--- src/ddci_pkg.sv ---
`default_nettype none
package ddci_pkg;
  // ----------------------------------------------------------------
  // timing
  // ----------------------------------------------------------------
  localparam int CLK_NS     = 40;
  localparam int WR_OFF_NS  = 1000;
  localparam int WR_OFF_CYC = WR_OFF_NS / CLK_NS;
  localparam int DESEL_MS   = 20;
  localparam int DESEL_CYC  = DESEL_MS * 1000000 / CLK_NS;
  localparam int SYNC_LAT   = 3;
  // ----------------------------------------------------------------
  // command and parameter byte
  // ----------------------------------------------------------------
  localparam logic [7:0] CMD_ATTN_CTRL = 8'h40;
  localparam logic [7:0] CMD_WR_CTRL   = 8'h41;
  localparam int         DIR_BIT       = 6;
  localparam int         PARAM_BIT     = 7;
  // ----------------------------------------------------------------
  // types
  // ----------------------------------------------------------------
  typedef struct packed {
    logic       port_en;
    logic       dir_out;
    logic       strobe;
    logic       cmd_req;
    logic       par_req;
    logic       read_gate;
    logic       write_gate;
    logic       am_ctrl;
    logic [7:0] bus;
  } ddci_pins_s;

  typedef enum logic [4:0] {
    ST_IDLE    = 5'h01,
    ST_CMD_ACK = 5'h02,
    ST_PAR_WT  = 5'h04,
    ST_EXEC    = 5'h08,
    ST_PAR_ACK = 5'h10
  } ddci_state_e;
endpackage
`default_nettype wire

--- src/ddci_device.sv ---
// How it works
// with port enable inactive the device ignores the whole protocol
// enable loss: write off within 1 us, deselect within 20 ms, stay off
// enable returning active sets attention after the initial state
// reset, enable or reinit command: deselect, clear command parameters
// initial state clears resettable errors, sets initial bit, causes re-raise
// direction active means host to device; all lines active low
// strobe selects with direction active, polls attention otherwise
// strobe edge selects on own radial line active, deselects otherwise
// strobe with all bus lines inactive deselects every device
// attention poll drives attention onto own radial bus line
// host holds command request until acknowledge
// host holds parameter request until acknowledge, byte as per direction
// acknowledge answers selection and both daisy-chain requests
// busy only while commands cannot be taken, raised before acknowledge
// busy falling sets attention
// command request during busy waits for busy to drop
// wired-OR attention driven when set and enabled, selected or not
// only service clear or fault clear removes attention
// one index pulse per revolution from the selected device
// sector pulses follow ticks, suppressed when coinciding with index
// one address mark detection per mark control assertion
// write needs earlier write permission; mark written with mark control
// every daisy-chain exchange is command byte then parameter byte
// command bit 6 against direction; mismatch sets attention, bus error
// immediate command acknowledged after action; failure sets attention first
// all asynchronous pins pass two flip-flops before edge detection
`timescale 1ns/1ps
`default_nettype none
module ddci_device
  import ddci_pkg::*;
#(
  parameter int UNIT      = 0,
  parameter int DESEL_MAX = ddci_pkg::DESEL_CYC
)(
  input  wire logic                 clk_sys_i,
  input  wire logic                 rst_i,
  input  wire ddci_pkg::ddci_pins_s pins_n_i,
  input  wire logic                 busy_cause_i,
  input  wire logic                 err_cause_i,
  input  wire logic                 done_i,
  input  wire logic                 fail_i,
  input  wire logic [7:0]           status_i,
  input  wire logic                 svc_clear_i,
  input  wire logic                 fault_clear_i,
  input  wire logic                 reinit_i,
  input  wire logic                 index_tick_i,
  input  wire logic                 sector_tick_i,
  input  wire logic                 am_found_i,
  output logic [7:0]                ctl_bus_n_o,
  output logic [7:0]                ctl_bus_oe_n_o,
  output logic                      ack_n_o,
  output logic                      busy_n_o,
  output logic                      attn_n_o,
  output logic                      attn_oe_n_o,
  output logic                      index_n_o,
  output logic                      sector_n_o,
  output logic                      write_en_o,
  output logic                      am_write_o,
  output logic                      exec_o,
  output logic [7:0]                cmd_byte_o,
  output logic [7:0]                param_byte_o,
  output logic                      selected_o,
  output logic                      init_state_o,
  output logic                      bus_err_o,
  output logic                      fault_o
);
  import ddci_pkg::*;

  initial
  begin
    if (UNIT < 0 || UNIT > 7)
      $error("unit number out of range");
    if (SYNC_LAT > WR_OFF_CYC || SYNC_LAT > DESEL_MAX)
      $error("enable loss cannot be met");
  end

  // ----------------------------------------------------------------
  // input synchroniser, inverted to active high
  // ----------------------------------------------------------------
  ddci_pins_s  sync1, in, prev;
  ddci_state_e state, next_state;
  logic        attn, attn_dis, write_perm, sel_ack, am_done;
  logic        busy_prev, par_in_ok;
  logic        next_sel, next_attn, next_attn_dis, next_write_perm;
  logic        next_sel_ack, next_am_done, next_par_in_ok, next_exec;
  logic        next_init, next_bus_err, next_fault;
  logic [7:0]  next_cmd, next_param, next_drive;
  logic        pe, pe_rise, sel_edge, poll, init, busy_fall;
  logic        mismatch, am_pulse, next_ack;

  // ----------------------------------------------------------------
  // next-state logic
  // ----------------------------------------------------------------
  always_comb
  begin
    pe        = in.port_en;
    pe_rise   = pe && !prev.port_en;
    sel_edge  = pe && in.dir_out && in.strobe && !prev.strobe;
    poll      = pe && !in.dir_out && in.strobe;
    init      = pe_rise || reinit_i;
    busy_fall = busy_prev && !busy_cause_i;
    mismatch  = 1'b0;
    next_exec = 1'b0;
    next_state      = state;
    next_cmd        = cmd_byte_o;
    next_param      = param_byte_o;
    next_par_in_ok  = par_in_ok;
    next_attn_dis   = attn_dis;
    next_write_perm = write_perm;
    next_attn       = attn;
    next_sel        = selected_o;
    next_sel_ack    = sel_ack;

    if (sel_edge)
    begin
      next_sel     = in.bus[UNIT];
      next_sel_ack = in.bus[UNIT];
    end
    if (!in.strobe || !pe)
      next_sel_ack = 1'b0;
    if (!pe || init)
      next_sel = 1'b0;

    // two-byte exchange
    case (state)
      ST_IDLE:
        if (selected_o && in.cmd_req && in.dir_out && !busy_cause_i)
        begin
          next_cmd   = in.bus;
          next_state = ST_CMD_ACK;
        end
      ST_CMD_ACK:
        if (!in.cmd_req)
          next_state = ST_PAR_WT;
      ST_PAR_WT:
        if (in.cmd_req)
          next_state = ST_IDLE;
        else if (in.par_req)
        begin
          if (in.dir_out != cmd_byte_o[DIR_BIT])
          begin
            mismatch       = 1'b1;
            next_par_in_ok = 1'b0;
            next_state     = ST_PAR_ACK;
          end
          else
          begin
            next_par_in_ok = !in.dir_out;
            if (in.dir_out)
              next_param = in.bus;
            next_exec  = 1'b1;
            next_state = ST_EXEC;
          end
        end
      ST_EXEC:
        if (done_i)
        begin
          if (par_in_ok)
            next_param = status_i;
          next_state = ST_PAR_ACK;
        end
      ST_PAR_ACK:
        if (!in.par_req)
          next_state = ST_IDLE;
      default:
        next_state = ST_IDLE;
    endcase
    if (!selected_o || !pe)
      next_state = ST_IDLE;

    // parameters of the two commands held here
    if (exec_o && !par_in_ok && cmd_byte_o == CMD_ATTN_CTRL)
      next_attn_dis = param_byte_o[PARAM_BIT];
    if (exec_o && !par_in_ok && cmd_byte_o == CMD_WR_CTRL)
      next_write_perm = param_byte_o[PARAM_BIT];
    if (init)
    begin
      next_attn_dis   = 1'b0;
      next_write_perm = 1'b0;
    end

    // attention: clear first so that any set wins
    if (svc_clear_i)
      next_attn = 1'b0;
    if (fault_clear_i && !err_cause_i)
      next_attn = 1'b0;
    if (pe_rise || busy_fall || mismatch || err_cause_i
        || (state == ST_EXEC && done_i && fail_i))
      next_attn = 1'b1;

    // error flags
    next_bus_err = bus_err_o;
    next_fault   = fault_o;
    next_init    = init_state_o;
    if (fault_clear_i)
    begin
      next_bus_err = 1'b0;
      next_fault   = 1'b0;
      next_init    = 1'b0;
    end
    if (init)
    begin
      next_bus_err = 1'b0;
      next_fault   = 1'b0;
      next_init    = 1'b1;
    end
    if (mismatch)
      next_bus_err = 1'b1;
    if (err_cause_i)
      next_fault = 1'b1;

    // address mark detection, one per mark control assertion
    am_pulse = selected_o && in.read_gate && in.am_ctrl
               && am_found_i && !am_done;
    next_am_done = in.am_ctrl && (am_done || am_pulse);

    // ack lags the state by a cycle so attention is already set
    next_ack = sel_ack || state == ST_CMD_ACK
               || state == ST_PAR_ACK;
    next_drive = 8'h00;
    if (poll && attn)
      next_drive[UNIT] = 1'b1;
    else if (pe && state == ST_PAR_ACK && par_in_ok && !in.dir_out)
      next_drive = param_byte_o;
  end

  // ----------------------------------------------------------------
  // registers
  // ----------------------------------------------------------------
  always_ff @(posedge clk_sys_i)
  begin
    if (rst_i)
    begin
      sync1          <= '0;
      in             <= '0;
      prev           <= '0;
      state          <= ST_IDLE;
      attn           <= 1'b0;
      attn_dis       <= 1'b0;
      write_perm     <= 1'b0;
      sel_ack        <= 1'b0;
      am_done        <= 1'b0;
      busy_prev      <= 1'b0;
      par_in_ok      <= 1'b0;
      ctl_bus_n_o    <= 8'h00;
      ctl_bus_oe_n_o <= 8'hff;
      ack_n_o        <= 1'b1;
      busy_n_o       <= 1'b1;
      attn_n_o       <= 1'b1;
      attn_oe_n_o    <= 1'b1;
      index_n_o      <= 1'b1;
      sector_n_o     <= 1'b1;
      write_en_o     <= 1'b0;
      am_write_o     <= 1'b0;
      exec_o         <= 1'b0;
      cmd_byte_o     <= 8'h00;
      param_byte_o   <= 8'h00;
      selected_o     <= 1'b0;
      init_state_o   <= 1'b1;
      bus_err_o      <= 1'b0;
      fault_o        <= 1'b0;
    end
    else
    begin
      sync1          <= ddci_pins_s'(~pins_n_i);
      in             <= sync1;
      prev           <= in;
      state          <= next_state;
      attn           <= next_attn;
      attn_dis       <= next_attn_dis;
      write_perm     <= next_write_perm;
      sel_ack        <= next_sel_ack;
      am_done        <= next_am_done;
      busy_prev      <= busy_cause_i;
      par_in_ok      <= next_par_in_ok;
      ctl_bus_n_o    <= 8'h00;
      ctl_bus_oe_n_o <= ~next_drive;
      ack_n_o        <= !(next_ack && pe);
      busy_n_o       <= !(selected_o && busy_cause_i);
      attn_n_o       <= !(attn && !attn_dis && pe);
      attn_oe_n_o    <= !(attn && !attn_dis && pe);
      index_n_o      <= !(selected_o && index_tick_i);
      sector_n_o     <= !(selected_o && ((sector_tick_i && !index_tick_i)
                          || am_pulse));
      write_en_o     <= selected_o && pe && in.write_gate
                        && write_perm;
      am_write_o     <= selected_o && pe && in.write_gate
                        && write_perm && in.am_ctrl;
      exec_o         <= next_exec;
      cmd_byte_o     <= next_cmd;
      param_byte_o   <= next_param;
      selected_o     <= next_sel;
      init_state_o   <= next_init;
      bus_err_o      <= next_bus_err;
      fault_o        <= next_fault;
    end
  end
endmodule
`default_nettype wire

--- config.mk ---
export PLATFORM = sky130hd
export DESIGN_NAME = ddci_device
export DESIGN_NICKNAME = d
export VERILOG_FILES = /design/src/ddci_pkg.sv /design/src/ddci_device.sv
export SDC_FILE = /design/constraint.sdc
export NUM_CORES = 1
export LEC_CHECK = 0
export ABC_AREA = 0
export BUFFER_PORTS_ARGS = -buffer_cell sky130_fd_sc_hd__buf_2
export CORE_MARGIN = 5
export CORE_UTILIZATION = 48
export CTS_BUF_LIST = sky130_fd_sc_hd__clkbuf_2 sky130_fd_sc_hd__clkbuf_4 sky130_fd_sc_hd__clkbuf_8
export DETAILED_ROUTE_END_ITERATION = 16
export GPL_TIMING_DRIVEN = 1
export PLACE_DENSITY_LB_ADDON = 0.08
export SETUP_SLACK_MARGIN = 0.05
export SLEW_MARGIN = 20
export SYNTH_ARGS = -nofsm -noshare
export SYNTH_HDL_FRONTEND = slang
export SYNTH_SLANG_ARGS = --single-unit
--- constraint.sdc ---
create_clock -name clk_sys_i -period 1.7 [get_ports clk_sys_i]
set_clock_uncertainty 0.05 [all_clocks]
set_input_delay 0.17 -clock clk_sys_i [delete_from_list [all_inputs] [get_ports clk_sys_i]]
set_output_delay 0.17 -clock clk_sys_i [all_outputs]
set_load 0.005 [all_outputs]
Word level (Yosys, flattened, before mapping)
Index checks and enable logic that the tools add are counted.
Word-level totals
  bits of input ports: 36
  logic and storage cells: 175
  register bits: 82
  output and inout port bits: 45
Cells by class
  bitwise operators: 5
  reduce and logical (&&, ||, !) cells: 78
  multiplexer cells: 31
  equality and inequality tests: 18
Operators by type and width (number)
  two-way mux 8 bit: 7
  logical AND 1 bit: 36
  two-way mux 5 bit: 7
  one-hot mux 5 bit (5 select lines): 1
  inequality test 2 bit, second input constant: 9
  zero test 1 bit: 17
  == test 8 x 7 -> 1 bit, second input constant: 2
  inverter 16 bit: 1
  one-hot mux 8 bit (2 select lines): 1
  two-way mux 1 bit: 14
  logical OR 1 bit: 12
  nonzero test 3 bit: 3
  inverter 8 bit: 1
  OR reduction 2 bit: 4
  two-way mux 7 bit: 1
  AND reduction 7 bit: 1
  == test 5 x 1 -> 1 bit, second input constant: 1
  == test 5 x 2 -> 1 bit, second input constant: 1
  == test 5 x 3 -> 1 bit, second input constant: 1
  == test 5 x 4 -> 1 bit, second input constant: 1
  == test 5 bit, second input constant: 1
  AND reduction 5 bit: 1
  OR reduction 4 bit: 1
  inequality test 3 bit, second input constant: 1
  other kinds (5): 7

Depth between registers and ports, before layout
Gate-level depths: netlist of run 1.
  word-level depth: 9
  gate-level depth with buffers: 7
  mapped depth without buffers: 6

Least setup slack after synthesis of run 1
OpenSTA, ideal clock, no wires.
  kind: register to register
  from: register cmd_byte_o[6]
  to: register param_byte_o[0]
  arrival: 1.644 ns
  clock period less this slack: 1.774 ns
  path buffers: 1
  stages on the path, launching flop included: 7
  data required time: 1.571 ns
  library setup time: 0.079 ns
  path slack: -0.074 ns
  cell sequence: dfxtp_1 inv_1 ha_1 o41ai_4 buf_6 nor2_1 a211oi_2
Between the ends
  word-level cells in the longest chain between the ends: 3
RTL lines
  start, declared: RTL line ddci_device.sv:61  | output logic [7:0] cmd_byte_o,
  start signal, assigned: RTL line ddci_device.sv:291  | cmd_byte_o <= next_cmd;
  inequality test 1 bit: RTL line ddci_device.sv:141  | if (in.dir_out != cmd_byte_o[DIR_BIT])
  inequality test 2 bit (no line)
  AND reduction 7 bit (no line)
  end signal, assigned: RTL line ddci_device.sv:292  | param_byte_o <= next_param;
  end, declared: RTL line ddci_device.sv:62  | output logic [7:0] param_byte_o,
Every way passes these cells.
A chain may end at the register's enable or synchronous reset.

Worst setup path in the final report of run 1
  from: register state[2]
  to: register cmd_byte_o[0]
Between the ends
  word-level cells in the longest chain between the ends: 2
RTL lines
  start, declared: RTL line ddci_device.sv:82  | ddci_state_e state, next_state;
  start signal, assigned: RTL line ddci_device.sv:269  | state <= next_state;
  == test 5 x 1 -> 1 bit: RTL line ddci_device.sv:126  | case (state)
  AND reduction 2 bit (no line)
Every way passes these cells.

==> impl_metrics.csv, run 1 <==
group,metric,value,unit
synth,yosysWarnings,0,
global_routing,overflow,0,
route,first_pass_iters,4,
critical_path,crit_path_top_delay_cell,"or4b_4",
critical_path,r2r-end,"cmd_byte_o[0]",
final_layout,multiInputGateArea,1190,um^2
clock_network,clock-root-buffer,"clkbuf_8",
critical_path,r2r_cells,5,
final_layout,insertedDiodeCount,0,
floorplanning,io_pins,81,
floorplanning,die_area,7730,um^2
route,top_layer,"met4",
synth,synth_area,2920,um^2
floorplanning,die_y,87.9,um
route,wl_met3,331,um
synth,synth.largest_area_cell,"dfxtp_1",
final_layout,seq_area,1660,um^2
route,wirelength,6.75,mm
clock_network,clockBufferDepth,2,
power_and_ir_drop,powerDensity,903,nW/um^2
final_layout,nFillCells,482,
final_layout,nNetsFinal,445,
critical_path,cp_cell_sequence,"or4b_4 -> nor3b_4 -> buf_6 -> mux2i_1 -> nor2_1",
synth,ys_seq_elements,82,
synth,synth_cells,294,
timing,min_period,1.72,ns
clock_network,cts.sinks,82,
timing,fin_ws,-0.0211,ns
route,dr_total_vias,2330,
floorplanning,die_x,87.9,um
route,route.detailed.drc,0,
placement,dpl.hpwl,4.90,mm
clock_network,clock_latency,0.34,ns
hold_path,min_path_type,"in2reg",
final_layout,drive_gt1_share,33.4,%
floorplanning,start_util,49.2,%
final_layout,final_common_cell,"dfxtp_1",
route,wirelength_met1,3.26,mm
hold_path,whs_path_depth,3,
clock_network,cts_tree,"built",
floorplanning,coreArea,5920,um^2
synth,synth_cell_types,44,
run_status,violations,"negative setup slack",
clock_network,cts.clk_slew.worst_paths,0.09,ns
critical_path,crit_fanout,9,
synth,synth_edf_count,0,
critical_path,crit_path_start_kind,"register",
global_routing,grt_max_degree,26,
synth,synth.area.top_cells,"dfxtp_1 (56%), mux2i_1 (7.2%), nor2_1 (6.4%), nor2b_1 (4.3%), buf_4 (2.6%)",
final_layout,fin_util,67.1,%
synth,async_reset_ff_share,0,%
clock_network,cts_made_buffers,9,
hold_path,hp-start,"fault_clear_i",
placement,place.gp.congestion,0.895,
timing,fin_crit_sh,101,%
route,viasPerCell,4.77,
critical_path,path_class,"reg2reg",
timing,final_max_slew_viol_count,0,
final_layout,final_cell_mix,"dfxtp_1 (74), buf_2 (72), nor2_1 (48)",
final_layout,area_growth_syn_to_layout,36.3,%
critical_path,max_stage_delay,0.58,ns
route,postRouteAntennaNets,0,
clock_network,htreeDepth,3,
critical_path,critPathCaptureType,"register",
timing,max_freq,581,MHz
hold_path,min_to,"init_state_o",
flow_run,max-cap-violations,0,
placement,portBuffers,72,
critical_path,cp.required,1.88,ns
power_and_ir_drop,total_power,0.00359,W
synth,synth-main-ff-cell,"dfxtp_1",
timing,hold_violations,0,
global_routing,grt_pass1_vias,2229,
global_routing,grt_pass1_wl,10.9,mm
global_routing,track_usage,18.4,%
synth,yosys.area.top_type_share,56.3,%
power_and_ir_drop,p_leak,1.73,nW
power_and_ir_drop,vdd_drop_max,0.678,mV
timing,rsz0062_at_grt,"true",
global_routing,antenna_found_initial,0,
run_status,status,"finished, violations left",
critical_path,reg2reg_from,"state[2]",
route,drtIter0Drc,127,
timing,setup_violations,8,
critical_path,crit_arrival,1.90,ns
placement,placed_cell_area,3470,um^2
floorplanning,row_count,28,
synth,ys_seq_area_share,56.3,%
final_layout,design_area,3970,um^2
synth,syn_area_per_cell,9.92,um^2
route,route.met2.wl,3.09,mm
critical_path,r2r_slack,-0.02,ns
route,avgRoutedWirePerCell,13.8,um
[report_power, final]
part           leakage (nW)  internal [W]  switching [W]
Clock                 0.104      0.000707       0.000734
Sequential            0.673       0.00196      0.0000212
Combinational         0.957     0.0000947      0.0000747
[how the worst max path moves through the flow]
stage                        start               to  slack, ns  cells after the start
after floorplan           state[4]  param_byte_o[1]     -0.006                      7
after global placement    state[0]    cmd_byte_o[3]      -0.01                      5
after detailed placement  state[2]  param_byte_o[5]      -0.05                      6
after CTS                 state[3]  param_byte_o[5]      -0.02                      5
after global routing      state[2]    cmd_byte_o[0]      -0.12                      5
final                     state[2]    cmd_byte_o[0]      -0.02                      5
[layer usage]
metal,GRT usage [%],vias to the layer above
met1,25.0,1061
met4,7.25,0
li1,-,1199
met5,0,-
met3,4.05,7
met2,28.6,63
[critical path, delay by kind of cell, from the launching register on]
| kind | cells | cell delay, ns |
|---|---|---|
| multiplexers | 1 | 0.20 |
| buffers and inverters | 1 | 0.18 |
| AND/OR/NAND/NOR | 3 | 0.82 |
| flip-flops | 1 | 0.35 |
[layout make-up]
type | instances | share of cell area (%)
inverters | 11 | 1.04
repair buffers | 116 | 19.7
flip-flops and latches | 82 | 41.8
multi-input cells | 188 | 29.9
clock buffers | 9 | 3.12
well taps | 75 | 2.36
clock inverters | 7 | 2.08
[logic make-up (layout without fill, tap and decap cells)]
kind of cell	Yosys count	count (layout)	synth area share, %
AOI/OAI and AO/OA	30	30	7.60
xor gates and xnor gates	1	1	0.300
adders and majority gates	1	1	0.429
buffers and inverters	31	143	5.84
DFF	82	82	56.3
muxes	21	21	7.21
other	1	8	0.129
and+or+nand+nor	127	127	22.2
[metrics by stage]
stage / hold slack, ns / setup slack [ns] / setup TNS [ns] / cells
3_5_place_dp: 0.273 / -0.0473 / -0.177 / 450
4_1_cts: 0.0415 / -0.0193 / -0.104 / 487
5_1_grt: 0.0515 / -0.122 / -0.879 / 488
2_1_floorplan: 0.182 / -0.00564 / -0.0112 / 301
6_report: 0.0596 / -0.0211 / -0.0702 / 488
3_3_place_gp: 0.271 / -0.0107 / -0.0518 / 450
[synth_stat cells, types with 6 or more instances]
cell type,n
a211oi_1,6
a21oi_1,8
buf_4,10
dfxtp_1,82
inv_1,11
mux2i_1,21
nand2_1,19
nor2_1,50
nor2b_1,20
nor3_1,6
[flip-flops by register name (all words and copies together), names as in the netlist, 2 cells and up]
name and cells:
param_byte_o 8, cmd_byte_o 8, ctl_bus_oe_n_o 8, in 15, sync1 16, state 5
prev 2
[what timing repair did]
item,4_1_cts,5_1_grt
setup endpoints to repair,16,18
setup buffers,1,1
pin swaps,2,3
cloned,1,0
hold buffers,19,0
hold endpoints to repair,19,0
resized for setup,12,10
Power figures use the tool's default switching activity.
==> run 2: changes to the inputs <==
CORE_UTILIZATION = 55   (was 48)
clock period = 2.1 ns   (was 1.7 ns; I/O delays follow)
==> impl_metrics.csv, run 2 (synthesis gave the netlist of run 1 again) <==
group,metric,value,unit
final_layout,regMostFlops,"sync1",
route,dr_total_vias,2278,
placement,placed_cell_area,3340,um^2
critical_path,crit_fanout,9,
final_layout,insertedDiodeCount,0,
route,route.detailed.drc,0,
timing,final_max_slew_viol_count,0,
final_layout,largest_reg_flops,16,
final_layout,fin_util,72.3,%
critical_path,r2r_slack,0.18,ns
final_layout,nFillCells,414,
floorplanning,die_x,82.8,um
floorplanning,die_area,6860,um^2
hold_path,min_to,"busy_n_o",
clock_network,clockBufferDepth,2,
final_layout,final_common_cell,"dfxtp_1",
timing,max_freq,521,MHz
global_routing,track_usage,19.3,%
critical_path,crit_family,"simple AND/OR/NAND/NOR gates",
power_and_ir_drop,vdd_drop_max,0.573,mV
global_routing,grt_pass1_vias,2227,
clock_network,cts.clk_slew.worst_paths,0.08,ns
hold_path,hp-start,"busy_cause_i",
power_and_ir_drop,p_leak,1.63,nW
critical_path,max_stage_delay,0.61,ns
timing,rsz0062_at_grt,"false",
timing,setup_violations,0,
final_layout,design_area,3710,um^2
clock_network,cts.sinks,82,
global_routing,grt_max_degree,52,
critical_path,r2r_cells,5,
timing,relSlewSlack,62.6,%
timing,whs,0.0214,ns
floorplanning,die_y,82.8,um
clock_network,clock_latency,0.35,ns
floorplanning,row_count,26,
route,avgRoutedWirePerCell,13.9,um
critical_path,crit_arrival,2.08,ns
hold_path,whs_path_depth,2,
timing,min_period,1.92,ns
route,viasPerCell,4.86,
route,first_pass_iters,5,
timing,fin_crit_sh,91.4,%
final_layout,drive_gt1_share,26.8,%
clock_network,htreeDepth,3,
clock_network,clock-root-buffer,"clkbuf_8",
floorplanning,coreArea,5140,um^2
global_routing,overflow,0,
critical_path,r2r-end,"cmd_byte_o[4]",
route,drtIter0Drc,111,
clock_network,cts_tree,"built",
critical_path,crit_path_start_kind,"register",
critical_path,cp.buffers_inverters,1,
route,wirelength,6.54,mm
clock_network,postCtsResizedCells,0,
final_layout,final_cell_mix,"dfxtp_1 (82), buf_2 (72), nor2_1 (50)",
final_layout,area_growth_syn_to_layout,27.4,%
hold_path,min_path_type,"in2reg",
power_and_ir_drop,total_power,0.00274,W
final_layout,nNetsFinal,431,
global_routing,antenna_found_initial,0,
critical_path,cp_cell_sequence,"or4b_1 -> nor3b_1 -> buf_4 -> mux2i_1 -> nor2_1",
critical_path,critPathCaptureType,"register",
critical_path,crit_path_top_delay_cell,"or4b_1",
placement,dpl.hpwl,4.63,mm
critical_path,cp.required,2.26,ns
timing,fin_setup_tns,0,ns
clock_network,cts_made_buffers,9,
run_status,status,"complete, no violations",
flow_run,max-cap-violations,0,
power_and_ir_drop,powerDensity,738,nW/um^2
final_layout,top_regs,"sync1: 16 flops, in: 15 flops",
floorplanning,start_util,56.7,%
timing,worst_slew_pin_slew,0.561,ns
critical_path,path_class,"reg2reg",
timing,hold_violations,0,
critical_path,reg2reg_from,"state[1]",
placement,place.gp.congestion,0.845,
floorplanning,io_pins,81,
placement,portBuffers,72,
global_routing,grt_pass1_wl,10.7,mm
route,postRouteAntennaNets,0,
run 2: cell types whose count changed in the layout (fill, tap and decap cells not counted), moves of 2 or more:
| cell | delta |
|---|---|
| dfxtp_1 | +8 |
| dfxtp_4 | -3 |
| buf_4 | -10 |
| nor2_2 | -2 |
| dfxtp_2 | -5 |
| inv_8 | -2 |
| clkinv_2 | +2 |
| nor3b_4 | -2 |
| nor2_1 | +2 |
run 2: per-stage QoR:
stage          setup WS (ns)  instances
2_1_floorplan          0.326        301
3_3_place_gp           0.120        434
3_5_place_dp          0.0519        434
4_1_cts               0.0857        468
5_1_grt               0.0615        469
6_report               0.180        469
run 2: what timing repair did:
item,in CTS,in global routing
setup buffers,0,1
pin swaps,1,1
hold buffers,18,0
hold endpoints to repair,18,0
setup endpoints to repair,1,8
run 2: layout make-up:
class	count	area, um^2	share of cell area, %
Clock inverter	6	40.0	1.08
Multi-Input combinational cell	188	1130	30.4
Timing Repair Buffer	102	643	17.3
Clock buffer	10	131	3.54
Sequential cell	82	1640	44.2
Tap cell	70	87.6	2.36
Inverter	11	41.3	1.11
run 2: worst register-to-register path, cell delays in order, from the launching register on:
cell and delay [ns]:
dfxtp_1 0.41, or4b_1 0.61, nor3b_1 0.22, buf_4 0.23, mux2i_1 0.20, nor2_1 0.06
run 2: worst max-delay path by stage:
stage,start,end,slack (ns),depth (start not counted)
6_report,state[1],cmd_byte_o[4],0.18,5
5_1_grt,state[1],state[4],0.06,5
4_1_cts,state[3],param_byte_o[1],0.09,5
3_5_place_dp,cmd_byte_o[6],param_byte_o[1],0.05,5
3_3_place_gp,cmd_byte_o[6],param_byte_o[0],0.12,5
2_1_floorplan,cmd_byte_o[6],param_byte_o[0],0.33,6
run 2: where the power goes:
group	internal, W	switching (W)	leakage (nW)
clock network	0.000445	0.000560	0.0902
logic	0.0000704	0.0000589	0.870
registers	0.00159	0.0000179	0.669
run 2: layer usage:
metal | vias up | part of all wire [%] | routed length [um] | global-route usage (%)
li1 | 1169 | - | - | -
met1 | 1025 | 46 | 2980 | 24.0
met2 | 74 | 47 | 3060 | 31.2
met3 | 10 | 5.8 | 382 | 5.25
met4 | 0 | 1.7 | 114 | 8.62
met5 | - | 0 | 0 | 0
